File: config.mk
export PLATFORM = sky130hd
export DESIGN_NAME = efsp_stats_pulses
export DESIGN_NICKNAME = d
export VERILOG_FILES = /design/src/logic/efsp_pkg.sv /design/src/logic/efsp_stats_pulses.sv /design/src/logic/efsp_rst_sync.sv /design/src/logic/efsp_frame_class.sv
export SDC_FILE = /design/constraint.sdc
export NUM_CORES = 1
export LEC_CHECK = 0
export ABC_AREA = 0
export BUFFER_PORTS_ARGS = -buffer_cell sky130_fd_sc_hd__buf_4
export CAP_MARGIN = 20
export CELL_PAD_IN_SITES_DETAIL_PLACEMENT = 1
export CELL_PAD_IN_SITES_GLOBAL_PLACEMENT = 2
export CORE_ASPECT_RATIO = 1.1
export CORE_MARGIN = 2
export CORE_UTILIZATION = 21
export CTS_BUF_LIST = sky130_fd_sc_hd__clkbuf_8
export DETAILED_ROUTE_END_ITERATION = 6
export PLACE_DENSITY = 0.81
export SLEW_MARGIN = 30
export SYNTH_ARGS = -nofsm -noshare
export SYNTH_HDL_FRONTEND = slang
export SYNTH_HIERARCHICAL = 1
export SYNTH_SLANG_ARGS = --single-unit
File: constraint.sdc
create_clock -name clock -period 2.2 [get_ports clock]
set_input_delay 0.11 -clock clock [delete_from_list [all_inputs] [get_ports clock]]
set_output_delay 0.11 -clock clock [all_outputs]
set_load 0.005 [all_outputs]
File: src/logic/efsp_pkg.sv
// efsp_pkg: constants shared by the frame statistics pulse generator.
// assumes the MAC delivers one end-of-frame summary per frame per side.
// Operation
// - increment pulses exist always, with or without any counter block
// - every increment pulse leaves as a port and feeds counter logic
// - transmit pulses come from transmit logic, receive from receive logic
// - each sent frame pulses its one size bin, 64 up to 1518 bytes
// - each received frame pulses its one size bin, 64 up to 1518 bytes
// - sent frame equal to programmed transmit maximum pulses max output
// - sent frame above programmed transmit maximum pulses oversize output
// - received frame equal to programmed receive maximum pulses max output
// - received frame above programmed receive maximum pulses oversize
// - sent data frame pulses one of six by address type and health
// - good sent control frame pulses control output of its address type
// - good sent pause frame pulses the transmit pause output
// - sent frame check error pulses one output, and another if size fine
// - sent short crc-bad frame is fragment, oversized crc-bad is jabber
// - received runt packet pulses the receive runt output
// - received data frame pulses one of six by address type and health
// - good received control frame pulses control output of its type
// - good received pause frame pulses the receive pause output
// - received check error pulses one output, another if size fine
// - received short crc-bad is fragment, oversized crc-bad is jabber
// - bad received pause and bad control frames by type pulse outputs

package efsp_pkg;

  localparam int unsigned LEN_W   = 16;
  localparam int unsigned ADDR_W  = 48;
  localparam int unsigned MCAST_BIT = 40;

  // size bin bounds in bytes
  localparam logic [LEN_W-1:0] MIN_FRAME = 16'h0040;
  localparam logic [LEN_W-1:0] BIN_127   = 16'h007F;
  localparam logic [LEN_W-1:0] BIN_255   = 16'h00FF;
  localparam logic [LEN_W-1:0] BIN_511   = 16'h01FF;
  localparam logic [LEN_W-1:0] BIN_1023  = 16'h03FF;
  localparam logic [LEN_W-1:0] BIN_1518  = 16'h05EE;

  localparam logic [ADDR_W-1:0] BCAST_ADDR = 48'hFFFFFFFFFFFF;

  // class vector positions
  localparam int unsigned C_RUNT    = 0;
  localparam int unsigned C_64      = 1;
  localparam int unsigned C_127     = 2;
  localparam int unsigned C_255     = 3;
  localparam int unsigned C_511     = 4;
  localparam int unsigned C_1023    = 5;
  localparam int unsigned C_1518    = 6;
  localparam int unsigned C_MAX     = 7;
  localparam int unsigned C_OVER    = 8;
  localparam int unsigned C_MC_DERR = 9;
  localparam int unsigned C_MC_DOK  = 10;
  localparam int unsigned C_BC_DERR = 11;
  localparam int unsigned C_BC_DOK  = 12;
  localparam int unsigned C_UC_DERR = 13;
  localparam int unsigned C_UC_DOK  = 14;
  localparam int unsigned C_MC_CTRL = 15;
  localparam int unsigned C_BC_CTRL = 16;
  localparam int unsigned C_UC_CTRL = 17;
  localparam int unsigned C_PAUSE   = 18;
  localparam int unsigned C_FCS     = 19;
  localparam int unsigned C_FRAG    = 20;
  localparam int unsigned C_JABBER  = 21;
  localparam int unsigned C_SZOK    = 22;
  localparam int unsigned C_P_CERR  = 23;
  localparam int unsigned C_MC_CERR = 24;
  localparam int unsigned C_BC_CERR = 25;
  localparam int unsigned C_UC_CERR = 26;
  localparam int unsigned N_CLASS   = 27;

  localparam logic [N_CLASS-1:0] CLASS_NONE = 27'h0000000;

  typedef enum logic [1:0] { EFSP_UCAST, EFSP_MCAST, EFSP_BCAST } efsp_dest_e;

  // first octet on the wire sits in the top byte; its lsb is group bit
  function automatic efsp_dest_e dest_type(input logic [ADDR_W-1:0] da);
    if (da == BCAST_ADDR) begin
      return EFSP_BCAST;
    end else if (da[MCAST_BIT]) begin
      return EFSP_MCAST;
    end else begin
      return EFSP_UCAST;
    end
  endfunction : dest_type

endpackage : efsp_pkg

File: src/logic/efsp_stats_pulses.sv
// efsp_stats_pulses: per-frame statistics increment pulses, tx and rx.
// assumes frame summaries come from mac logic on the same clock, so the
// summary inputs are used without synchronisers.
`timescale 1ns/1ps
`default_nettype none

module efsp_stats_pulses (
  input  wire logic                           clock,
  input  wire logic                           rst_n,
  // transmit frame summary
  input  wire logic                           tx_frame_done,
  input  wire logic [efsp_pkg::LEN_W-1:0]     tx_frame_len,
  input  wire logic [efsp_pkg::ADDR_W-1:0]    tx_dest_addr,
  input  wire logic                           tx_fcs_err,
  input  wire logic                           tx_is_ctrl,
  input  wire logic                           tx_is_pause,
  input  wire logic [efsp_pkg::LEN_W-1:0]     tx_max_size,
  // receive frame summary
  input  wire logic                           rx_frame_done,
  input  wire logic [efsp_pkg::LEN_W-1:0]     rx_frame_len,
  input  wire logic [efsp_pkg::ADDR_W-1:0]    rx_dest_addr,
  input  wire logic                           rx_fcs_err,
  input  wire logic                           rx_is_ctrl,
  input  wire logic                           rx_is_pause,
  input  wire logic [efsp_pkg::LEN_W-1:0]     rx_max_size,
  // transmit increments
  output logic                                tx_inc_64,
  output logic                                tx_inc_127,
  output logic                                tx_inc_255,
  output logic                                tx_inc_511,
  output logic                                tx_inc_1023,
  output logic                                tx_inc_1518,
  output logic                                tx_inc_max,
  output logic                                tx_inc_over,
  output logic                                tx_inc_mcast_data_err,
  output logic                                tx_inc_mcast_data_ok,
  output logic                                tx_inc_bcast_data_err,
  output logic                                tx_inc_bcast_data_ok,
  output logic                                tx_inc_ucast_data_err,
  output logic                                tx_inc_ucast_data_ok,
  output logic                                tx_inc_mcast_ctrl,
  output logic                                tx_inc_bcast_ctrl,
  output logic                                tx_inc_ucast_ctrl,
  output logic                                tx_inc_pause,
  output logic                                tx_inc_fcs_err,
  output logic                                tx_inc_fragment,
  output logic                                tx_inc_jabber,
  output logic                                tx_inc_sizeok_fcserr,
  // receive increments
  output logic                                rx_inc_runt,
  output logic                                rx_inc_64,
  output logic                                rx_inc_127,
  output logic                                rx_inc_255,
  output logic                                rx_inc_511,
  output logic                                rx_inc_1023,
  output logic                                rx_inc_1518,
  output logic                                rx_inc_max,
  output logic                                rx_inc_over,
  output logic                                rx_inc_mcast_data_err,
  output logic                                rx_inc_mcast_data_ok,
  output logic                                rx_inc_bcast_data_err,
  output logic                                rx_inc_bcast_data_ok,
  output logic                                rx_inc_ucast_data_err,
  output logic                                rx_inc_ucast_data_ok,
  output logic                                rx_inc_mcast_ctrl,
  output logic                                rx_inc_bcast_ctrl,
  output logic                                rx_inc_ucast_ctrl,
  output logic                                rx_inc_pause,
  output logic                                rx_inc_fcs_err,
  output logic                                rx_inc_fragment,
  output logic                                rx_inc_jabber,
  output logic                                rx_inc_sizeok_fcserr,
  output logic                                rx_inc_pause_ctrl_err,
  output logic                                rx_inc_mcast_ctrl_err,
  output logic                                rx_inc_bcast_ctrl_err,
  output logic                                rx_inc_ucast_ctrl_err,
  // same pulses bundled for the counter block
  output logic      [efsp_pkg::N_CLASS-1:0]   tx_inc_vec,
  output logic      [efsp_pkg::N_CLASS-1:0]   rx_inc_vec
);

  if (efsp_pkg::LEN_W < 11) begin : g_len_chk
    $error("length width too small for the largest size bin");
  end

  ////////////////////////////////////////////////////////////////////////////
  // reset release

  logic rst_sync_n;

  efsp_rst_sync u_rst (
    .clock      (clock),
    .rst_n      (rst_n),
    .rst_sync_n (rst_sync_n)
  );

  ////////////////////////////////////////////////////////////////////////////
  // classification, one instance per direction

  logic [efsp_pkg::N_CLASS-1:0] tx_cls_nxt;
  logic [efsp_pkg::N_CLASS-1:0] rx_cls_nxt;
  logic [efsp_pkg::N_CLASS-1:0] tx_cls_r;
  logic [efsp_pkg::N_CLASS-1:0] rx_cls_r;

  // transmit side logic sees only transmit inputs
  efsp_frame_class #(.RX_SIDE(1'b0)) u_tx_class (
    .frame_done (tx_frame_done),
    .frame_len  (tx_frame_len),
    .max_size   (tx_max_size),
    .dest_addr  (tx_dest_addr),
    .fcs_err    (tx_fcs_err),
    .is_ctrl    (tx_is_ctrl),
    .is_pause   (tx_is_pause),
    .cls        (tx_cls_nxt)
  );

  // receive side logic sees only receive inputs
  efsp_frame_class #(.RX_SIDE(1'b1)) u_rx_class (
    .frame_done (rx_frame_done),
    .frame_len  (rx_frame_len),
    .max_size   (rx_max_size),
    .dest_addr  (rx_dest_addr),
    .fcs_err    (rx_fcs_err),
    .is_ctrl    (rx_is_ctrl),
    .is_pause   (rx_is_pause),
    .cls        (rx_cls_nxt)
  );

  ////////////////////////////////////////////////////////////////////////////
  // pulse registers: one cycle per frame, zero otherwise

  // no counter block gates these; they run in every build
  always_ff @(posedge clock or negedge rst_sync_n) begin
    if (!rst_sync_n) begin
      tx_cls_r <= efsp_pkg::CLASS_NONE;
      rx_cls_r <= efsp_pkg::CLASS_NONE;
    end else begin
      tx_cls_r <= tx_cls_nxt;
      rx_cls_r <= rx_cls_nxt;
    end
  end

  // ports and counter feed come from the same flops
  assign tx_inc_vec = tx_cls_r;
  assign rx_inc_vec = rx_cls_r;

  ////////////////////////////////////////////////////////////////////////////
  // transmit pulse ports

  // list order must follow the class positions if they ever move
  assign {tx_inc_sizeok_fcserr, tx_inc_jabber, tx_inc_fragment,
          tx_inc_fcs_err, tx_inc_pause, tx_inc_ucast_ctrl,
          tx_inc_bcast_ctrl, tx_inc_mcast_ctrl, tx_inc_ucast_data_ok,
          tx_inc_ucast_data_err, tx_inc_bcast_data_ok,
          tx_inc_bcast_data_err, tx_inc_mcast_data_ok,
          tx_inc_mcast_data_err, tx_inc_over, tx_inc_max, tx_inc_1518,
          tx_inc_1023, tx_inc_511, tx_inc_255, tx_inc_127,
          tx_inc_64} = tx_cls_r[efsp_pkg::C_SZOK:efsp_pkg::C_64];

  ////////////////////////////////////////////////////////////////////////////
  // receive pulse ports

  assign {rx_inc_ucast_ctrl_err, rx_inc_bcast_ctrl_err,
          rx_inc_mcast_ctrl_err, rx_inc_pause_ctrl_err,
          rx_inc_sizeok_fcserr, rx_inc_jabber, rx_inc_fragment,
          rx_inc_fcs_err, rx_inc_pause, rx_inc_ucast_ctrl,
          rx_inc_bcast_ctrl, rx_inc_mcast_ctrl, rx_inc_ucast_data_ok,
          rx_inc_ucast_data_err, rx_inc_bcast_data_ok,
          rx_inc_bcast_data_err, rx_inc_mcast_data_ok,
          rx_inc_mcast_data_err, rx_inc_over, rx_inc_max, rx_inc_1518,
          rx_inc_1023, rx_inc_511, rx_inc_255, rx_inc_127, rx_inc_64,
          rx_inc_runt} = rx_cls_r;

endmodule : efsp_stats_pulses

`default_nettype wire

File: src/logic/efsp_rst_sync.sv
// efsp_rst_sync: asynchronous assert, synchronous release of reset.
// assumes rst_n may drop at any time relative to clock.
`timescale 1ns/1ps
`default_nettype none

module efsp_rst_sync (
  input  wire logic clock,
  input  wire logic rst_n,
  output var  logic rst_sync_n
);

  logic meta_r;

  always_ff @(posedge clock or negedge rst_n) begin
    if (!rst_n) begin
      meta_r     <= 1'b0;
      rst_sync_n <= 1'b0;
    end else begin
      meta_r     <= 1'b1;
      rst_sync_n <= meta_r;
    end
  end

endmodule : efsp_rst_sync

`default_nettype wire

File: src/logic/efsp_frame_class.sv
// efsp_frame_class: combinational classification of one finished frame.
// assumes inputs are stable in the cycle where frame_done is high.
`timescale 1ns/1ps
`default_nettype none

module efsp_frame_class #(
  parameter bit RX_SIDE = 1'b0
) (
  input  wire logic                           frame_done,
  input  wire logic [efsp_pkg::LEN_W-1:0]     frame_len,
  input  wire logic [efsp_pkg::LEN_W-1:0]     max_size,
  input  wire logic [efsp_pkg::ADDR_W-1:0]    dest_addr,
  input  wire logic                           fcs_err,
  input  wire logic                           is_ctrl,
  input  wire logic                           is_pause,
  output logic      [efsp_pkg::N_CLASS-1:0]   cls
);

  function automatic logic in_rng(input logic [efsp_pkg::LEN_W-1:0] v,
                                  input logic [efsp_pkg::LEN_W-1:0] lo,
                                  input logic [efsp_pkg::LEN_W-1:0] hi);
    return (v >= lo) && (v <= hi);
  endfunction : in_rng

  efsp_pkg::efsp_dest_e dtype;
  wire logic short_w = frame_len < efsp_pkg::MIN_FRAME;
  wire logic over_w  = frame_len > max_size;
  wire logic bad_w   = fcs_err | short_w | over_w;
  wire logic ctl_w   = is_ctrl | is_pause;
  wire logic mc_w;
  wire logic bc_w;
  wire logic uc_w;

  assign dtype = efsp_pkg::dest_type(dest_addr);
  assign mc_w  = dtype == efsp_pkg::EFSP_MCAST;
  assign bc_w  = dtype == efsp_pkg::EFSP_BCAST;
  assign uc_w  = dtype == efsp_pkg::EFSP_UCAST;

  always_comb begin
    cls = efsp_pkg::CLASS_NONE;
    if (frame_done) begin
      // a runt is short but arrived with a clean crc; short and bad is fragment
      cls[efsp_pkg::C_RUNT] = RX_SIDE && short_w && !fcs_err;
      cls[efsp_pkg::C_64] = frame_len == efsp_pkg::MIN_FRAME;
      cls[efsp_pkg::C_127] = in_rng(frame_len, efsp_pkg::MIN_FRAME + 16'h0001,
                                    efsp_pkg::BIN_127);
      cls[efsp_pkg::C_255] = in_rng(frame_len, efsp_pkg::BIN_127 + 16'h0001,
                                    efsp_pkg::BIN_255);
      cls[efsp_pkg::C_511] = in_rng(frame_len, efsp_pkg::BIN_255 + 16'h0001,
                                    efsp_pkg::BIN_511);
      cls[efsp_pkg::C_1023] = in_rng(frame_len, efsp_pkg::BIN_511 + 16'h0001,
                                     efsp_pkg::BIN_1023);
      cls[efsp_pkg::C_1518] = in_rng(frame_len, efsp_pkg::BIN_1023 + 16'h0001,
                                     efsp_pkg::BIN_1518);
      cls[efsp_pkg::C_MAX]  = frame_len == max_size;
      cls[efsp_pkg::C_OVER] = over_w;
      // data frames: one of six by address type and health
      cls[efsp_pkg::C_MC_DERR] = !ctl_w && mc_w && bad_w;
      cls[efsp_pkg::C_MC_DOK]  = !ctl_w && mc_w && !bad_w;
      cls[efsp_pkg::C_BC_DERR] = !ctl_w && bc_w && bad_w;
      cls[efsp_pkg::C_BC_DOK]  = !ctl_w && bc_w && !bad_w;
      cls[efsp_pkg::C_UC_DERR] = !ctl_w && uc_w && bad_w;
      cls[efsp_pkg::C_UC_DOK]  = !ctl_w && uc_w && !bad_w;
      cls[efsp_pkg::C_MC_CTRL] = ctl_w && mc_w && !bad_w;
      cls[efsp_pkg::C_BC_CTRL] = ctl_w && bc_w && !bad_w;
      cls[efsp_pkg::C_UC_CTRL] = ctl_w && uc_w && !bad_w;
      cls[efsp_pkg::C_PAUSE]   = is_pause && !bad_w;
      cls[efsp_pkg::C_FCS]     = fcs_err;
      cls[efsp_pkg::C_SZOK] = fcs_err && !short_w && !over_w;
      cls[efsp_pkg::C_FRAG]   = fcs_err && short_w;
      cls[efsp_pkg::C_JABBER] = fcs_err && over_w;
      cls[efsp_pkg::C_P_CERR]  = RX_SIDE && is_pause && bad_w;
      cls[efsp_pkg::C_MC_CERR] = RX_SIDE && ctl_w && mc_w && bad_w;
      cls[efsp_pkg::C_BC_CERR] = RX_SIDE && ctl_w && bc_w && bad_w;
      cls[efsp_pkg::C_UC_CERR] = RX_SIDE && ctl_w && uc_w && bad_w;
    end
  end

endmodule : efsp_frame_class

`default_nettype wire

; ---- Yosys cells after proc, flatten, opt, wreduce, memory -nomap -nowiden
; Index checks and enable logic that the tools add are counted.
; Widths: inputs -> output; s select.
[op_classes]
muxes = 6
n_eq_ne = 10
div_mod_pow = 0
shift = 0
n_addsub = 0
n_bitwise = 6
reduce_logical = 66
magnitude_cmp = 24
multipliers = 0
[ops]
columns = op, count
row1 = $eq 48x48->1 const B, 2
row2 = $logic_and 1x1->1, 55
row3 = $eq 16x16->1, 2
row4 = $eq 16x7->1 const B, 2
row5 = $ge 16x10->1 const B, 2
row6 = $ge 16x11->1 const B, 2
row7 = $ge 16x7->1 const B, 2
row8 = $ge 16x8->1 const B, 2
row9 = $ge 16x9->1 const B, 2
row10 = $gt 16x16->1, 2
row11 = $le 16x10->1 const B, 2
row12 = $le 16x11->1 const B, 2
row13 = $le 16x7->1 const B, 2
row14 = $le 16x8->1 const B, 2
row15 = $le 16x9->1 const B, 2
row16 = $lt 16x7->1 const B, 2
row17 = $mux 27, 1
row18 = $mux 23, 1
row19 = $logic_not 1->1, 9
row20 = $or 1x1->1, 6
row21 = $eq 2x1->1 const B, 2
row22 = $eq 2x2->1 const B, 2
row23 = $logic_not 2->1, 2
row24 = $mux 2, 2
row25 = $mux 1, 2
[totals]
mem_count = 0
ramBits = 0
regBits = 56
output_inout_bits = 103
latchBits = 0
in_bits = 170
rom_bits = 0
word_cells = 116

; ---- Logic depth before layout (Yosys ltp)
[depth]
word_depth = 6
ltp_mapped = 9

; ---- Hierarchy
; The synthesis kept the hierarchy.
[by_module_without_submodules]
columns = module, instances, seq_area_each_um2, area_each_um2, cells_per_inst
row1 = efsp_stats_pulses, 1, 1351.3, 1719.1, 103
row2 = efsp_frame_class at u_tx_class, 1, 0.0, 834.6, 124
row3 = efsp_frame_class at u_rx_class, 1, 0.0, 815.8, 130
row4 = efsp_rst_sync, 1, 50.0, 53.8, 3

; ---- Least setup slack after synthesis
; OpenSTA, ideal clock, no wires.
[synth_path]
path_type = in2reg
from = in tx_max_size[11] (netlist bit)
to = reg tx_cls_r, in the netlist tx_inc_vec[17]
t_required_ps = 2106
stages = 8
n_path_buf = 0
setup_slack_ps = 174
t_arrival_ps = 1932
cell_sequence = inv_1 > ha_1 > a21oi_1 > nor2_1 > or4_1 > a211o_1 > a211oi_4 > nor4b_4
[synth_between]
elab_chain_cells = 5
[synth_rtl]
columns = item, line_no
row1 = "start, declared", efsp_stats_pulses.sv:17  ; input wire logic [efsp_pkg::LEN_W-1:0] tx_max_size,
row2 = $gt 16x16->1, efsp_frame_class.sv:27  ; wire logic over_w = frame_len > max_size;
row3 = $or 1x1->1, efsp_frame_class.sv:28  ; wire logic bad_w = fcs_err | short_w | over_w;
row4 = $logic_not 1->1, efsp_frame_class.sv:66  ; cls[efsp_pkg::C_UC_CTRL] = ctl_w && uc_w && !bad_w;
row5 = $logic_and 1x1->1, efsp_frame_class.sv:66
row6 = $mux 23, efsp_frame_class.sv:41  ; if (frame_done) begin
row7 = "named net tx_cls_nxt, one bit", efsp_stats_pulses.sv:100  ; logic [efsp_pkg::N_CLASS-1:0] tx_cls_nxt;
row8 = "end signal, assigned", efsp_stats_pulses.sv:135  ; tx_cls_r <= efsp_pkg::CLASS_NONE;
row9 = "end signal, assigned", efsp_stats_pulses.sv:138  ; tx_cls_r <= tx_cls_nxt;
row10 = "end, declared", efsp_stats_pulses.sv:102  ; logic [efsp_pkg::N_CLASS-1:0] tx_cls_r;
; The timed path passes the listed nets, and every way through them passes these cells.

; ---- Worst setup path in the final report
[layout_path]
from = in tx_frame_len[15] (netlist bit)
to = reg tx_cls_r, in the netlist tx_inc_vec[17]
[layout_between]
elab_chain_cells = 6
[layout_rtl]
columns = item, line_no
row1 = "start, declared", efsp_stats_pulses.sv:12  ; input wire logic [efsp_pkg::LEN_W-1:0] tx_frame_len,
row2 = $lt 16x7->1, efsp_frame_class.sv:26  ; wire logic short_w = frame_len < efsp_pkg::MIN_FRAME;
row3 = $or 1x1->1, efsp_frame_class.sv:28
row4 = $or 1x1->1 (*), efsp_frame_class.sv:28
row5 = $logic_not 1->1 (*), efsp_frame_class.sv:66
row6 = $logic_and 1x1->1 (*), efsp_frame_class.sv:66
row7 = $mux 23 (*), efsp_frame_class.sv:41
row8 = "named net tx_cls_nxt, one bit", efsp_stats_pulses.sv:100
; The timed path passes the listed nets; every way through them passes the cells marked *.

==> results.md <==
- DRT Pass-1 Iters: 4
- Reg2Reg Setup Slack: 1.20 ns
- Clock slew at reported path FFs: 0.09 ns
- Die height: 138 um
- Hold_sp: tx_dest_addr[40]
- Rows: 48
- Via count: 3441
- Vias in the first global route: 3700
- Post-synthesis simple-gate area fraction: 0.251
- Dpl ws: -0.241 ns
- Reg-to-Reg End: rx_inc_vec[23]$_DFF_PN0_
- Endpoint type of the worst setup path: register
- Worst Hold Class: primary input to register
- Post-Route WL: 12100 um
- Placed insts: 787
- Count leader, synth: dfrtp_1
- Clock latency on the worst-skew pair: 0.31 ns
- Post-Synth XOR/XNOR Area: 0
- Worst hold stages: 2
- CTS Buf Count: 5
- Endpoints failing setup: 0
- Area fraction in compound gates after synthesis: 0.0577
- Setup CP Type: primary input to register
- Iteration-0 DRC Markers: 68
- Largest net degree at the start of global routing: 33
- Worst r2r src: u_rst/rst_sync_n$_DFF_PN0_
- Synth area leaders: dfrtp_1, buf_4, ha_1, nand4_1, inv_1
- IO Pins: 273
- Clock Skew: 0.00806 ns
- RSZ-0062 raised after global routing: false
- Fin cells: 802
- Slew HR: 0.609
- Clock tree buffer depth: 2
- Gr usage total: 0.134
- Post-CTS Setup Inserts: 0
- Post-synthesis cell count: 360
- CTS H-tree depth: 2
- WL per Instance: 15.1 um
- Largest family of logic cells by synthesized area: simple AND/OR/NAND/NOR gates
- Cell taking the most area after synthesis: dfrtp_1
- CTS sink cnt: 56
- Synth Cell Area: 3420 sq um
- Final worst slack: 0.127 ns
- Design Area, Final: 5520 sq um
- Main synth FF type: dfrtp_1
- Initial Util: 0.217
- Final Hold Viols: 0
- Yosys cell types: 37
- EDFF count, synth: 0
- P&R area growth vs syn: 61.2%
- Post-synth top cells: dfrtp_1, buf_4, inv_1, ha_1
- Die area: 17300 sq um
- CTS tree: yes
- Fraction of layout cells with a size suffix above 1: 0.490
- Ys Warns: 6
- Register area share after synthesis: 0.409
- Root Driver: clkbuf_8
- Max-cap viol count: 0
- DP HPWL: 10900 um
- Tcrit/Tclk final: 0.942
- Max FO, Critical Path: 10
- Total power per unit cell area: 399 nW/um^2
- Post-synth ARST share: 1.00
- ANT cells: 0
- Placement Cell Area: 5360 sq um
- Leak: 2.97 nW
- CP arrival: 2.29 ns
- Min-Delay Endpoint: tx_inc_vec[17]$_DFF_PN0_
- Fin nets: 803
- Syn_area_per_cell: 9.51 sq um
- Crit path time final: 2.07 ns
- Adder-Cell Fraction of Synth Area: 0.117
- Worst slew pin tran: 0.580 ns
- Peak supply drop: 0.220 mV
- Die Wd: 126 um
- Synthesized flop and latch total: 56
- Slew Limit Fails: 0
- Total gr overflow: 0
- Yosys top cell area share: 0.409
- Post-synthesis mux area share: 0
- First-pass GRT wire length: 18400 um
- Core area: 15800 sq um
- Final ANT Viol Nets: 0
- Initial antenna violation count: 0
- Worst Reg-to-Reg Cells: 1
- Startpoint Class: primary input
- # DRC: 0
- Outcome: complete, no violations
- CP Launch Point: tx_frame_len[15]
- Gp weighted congestion: 0.823
- CP required: 2.42 ns
- Via density: 4.29
- IO buf count: 272
- Achievable Freq: 482 MHz
critical path, cell delays in order:
cell and delay [ns]:
buf_4 0.12, ha_1 0.29, nand4_2 0.15, buf_4 0.17
nor4_1 0.47, nand4_1 0.30, a211oi_4 0.44, nor4b_4 0.25
final cells by class:
cell class	count	area (sq um)
Timing Repair Buffer	285	2160
Multi-Input combinational cell	216	1480
Sequential cell	56	1400
Inverter	37	139
Tap cell	200	250
Clock buffer	5	68.8
Fill cell	1851	10300
Clock inverter	3	20.0
through the flow:
step	setup TNS [ns]	utilization	hold WS, ns	power (mW)
floorplan	0	-	-0.186	1.31
global placement	-1.36	0.339	-0.107	1.66
CTS	0	0.349	0.000309	2.25
global route	0	0.349	0.00496	2.35
finish	0	0.349	0.0168	2.20
detailed placement	-1.92	0.339	-0.104	1.68
flip-flops by register name (all words and copies together) (netlist names):
register / flops
rx_inc_vec: 27
tx_inc_vec: 27
u_rst/meta_r: 1
u_rst/rst_sync_n: 1
layout by cell type, fill, tap and decap left out, types with 2 or more instances in the layout:
cell type	instances
a211oi_1	3
a21oi_1	11
a41oi_1	2
and2_1	7
and3_1	5
and4_1	2
buf_4	278
clkbuf_8	5
conb_1	6
dfrtp_1	55
dlygate4sd3_1	7
ha_1	32
inv_1	38
nand2_1	18
nand3_1	6
nand4_1	31
nand4_2	2
nor2_1	31
nor2b_1	3
nor3_1	17
nor3b_1	3
nor3b_2	2
nor4_1	10
nor4b_1	5
o21ai_0	7
kinds of logic after synthesis:
kind of cell    after synthesis
simple gates                149
compound gates               29
buf+inv                      92
fa+ha+maj                    32
flops                        56
other cells                   2
how the worst max path moves through the flow:
stage / to / slack (ns) / depth (start not counted)
CTS: tx_inc_vec[17]$_DFF_PN0_ / 0.11 / 8
finish: tx_inc_vec[17]$_DFF_PN0_ / 0.13 / 8
global route: tx_inc_vec[17]$_DFF_PN0_ / 0.004 / 8
detailed placement: tx_inc_vec[17]$_DFF_PN0_ / -0.24 / 8
global placement: tx_inc_vec[17]$_DFF_PN0_ / -0.19 / 8
floorplan: tx_inc_vec[17]$_DFF_PN0_ / 0.17 / 8
where the power goes:
group          switching [mW]  internal (mW)
clock network           0.320          0.222
logic                   0.235          0.345
registers              0.0233           1.05
routing by layer:
metal	up-vias	GRT usage	routed length, um
li1	1677	-	-
met5	-	0	0
met2	167	0.272	6720
met1	1585	0.136	4210
met3	12	0.0340	984
met4	0	0.0330	179
timing repair:
item,CTS,global route
resized for setup,0,0
hold endpoints to repair,8,1
hold buffers,6,1
setup endpoints to repair,0,0
Power figures use the tool's default switching activity.
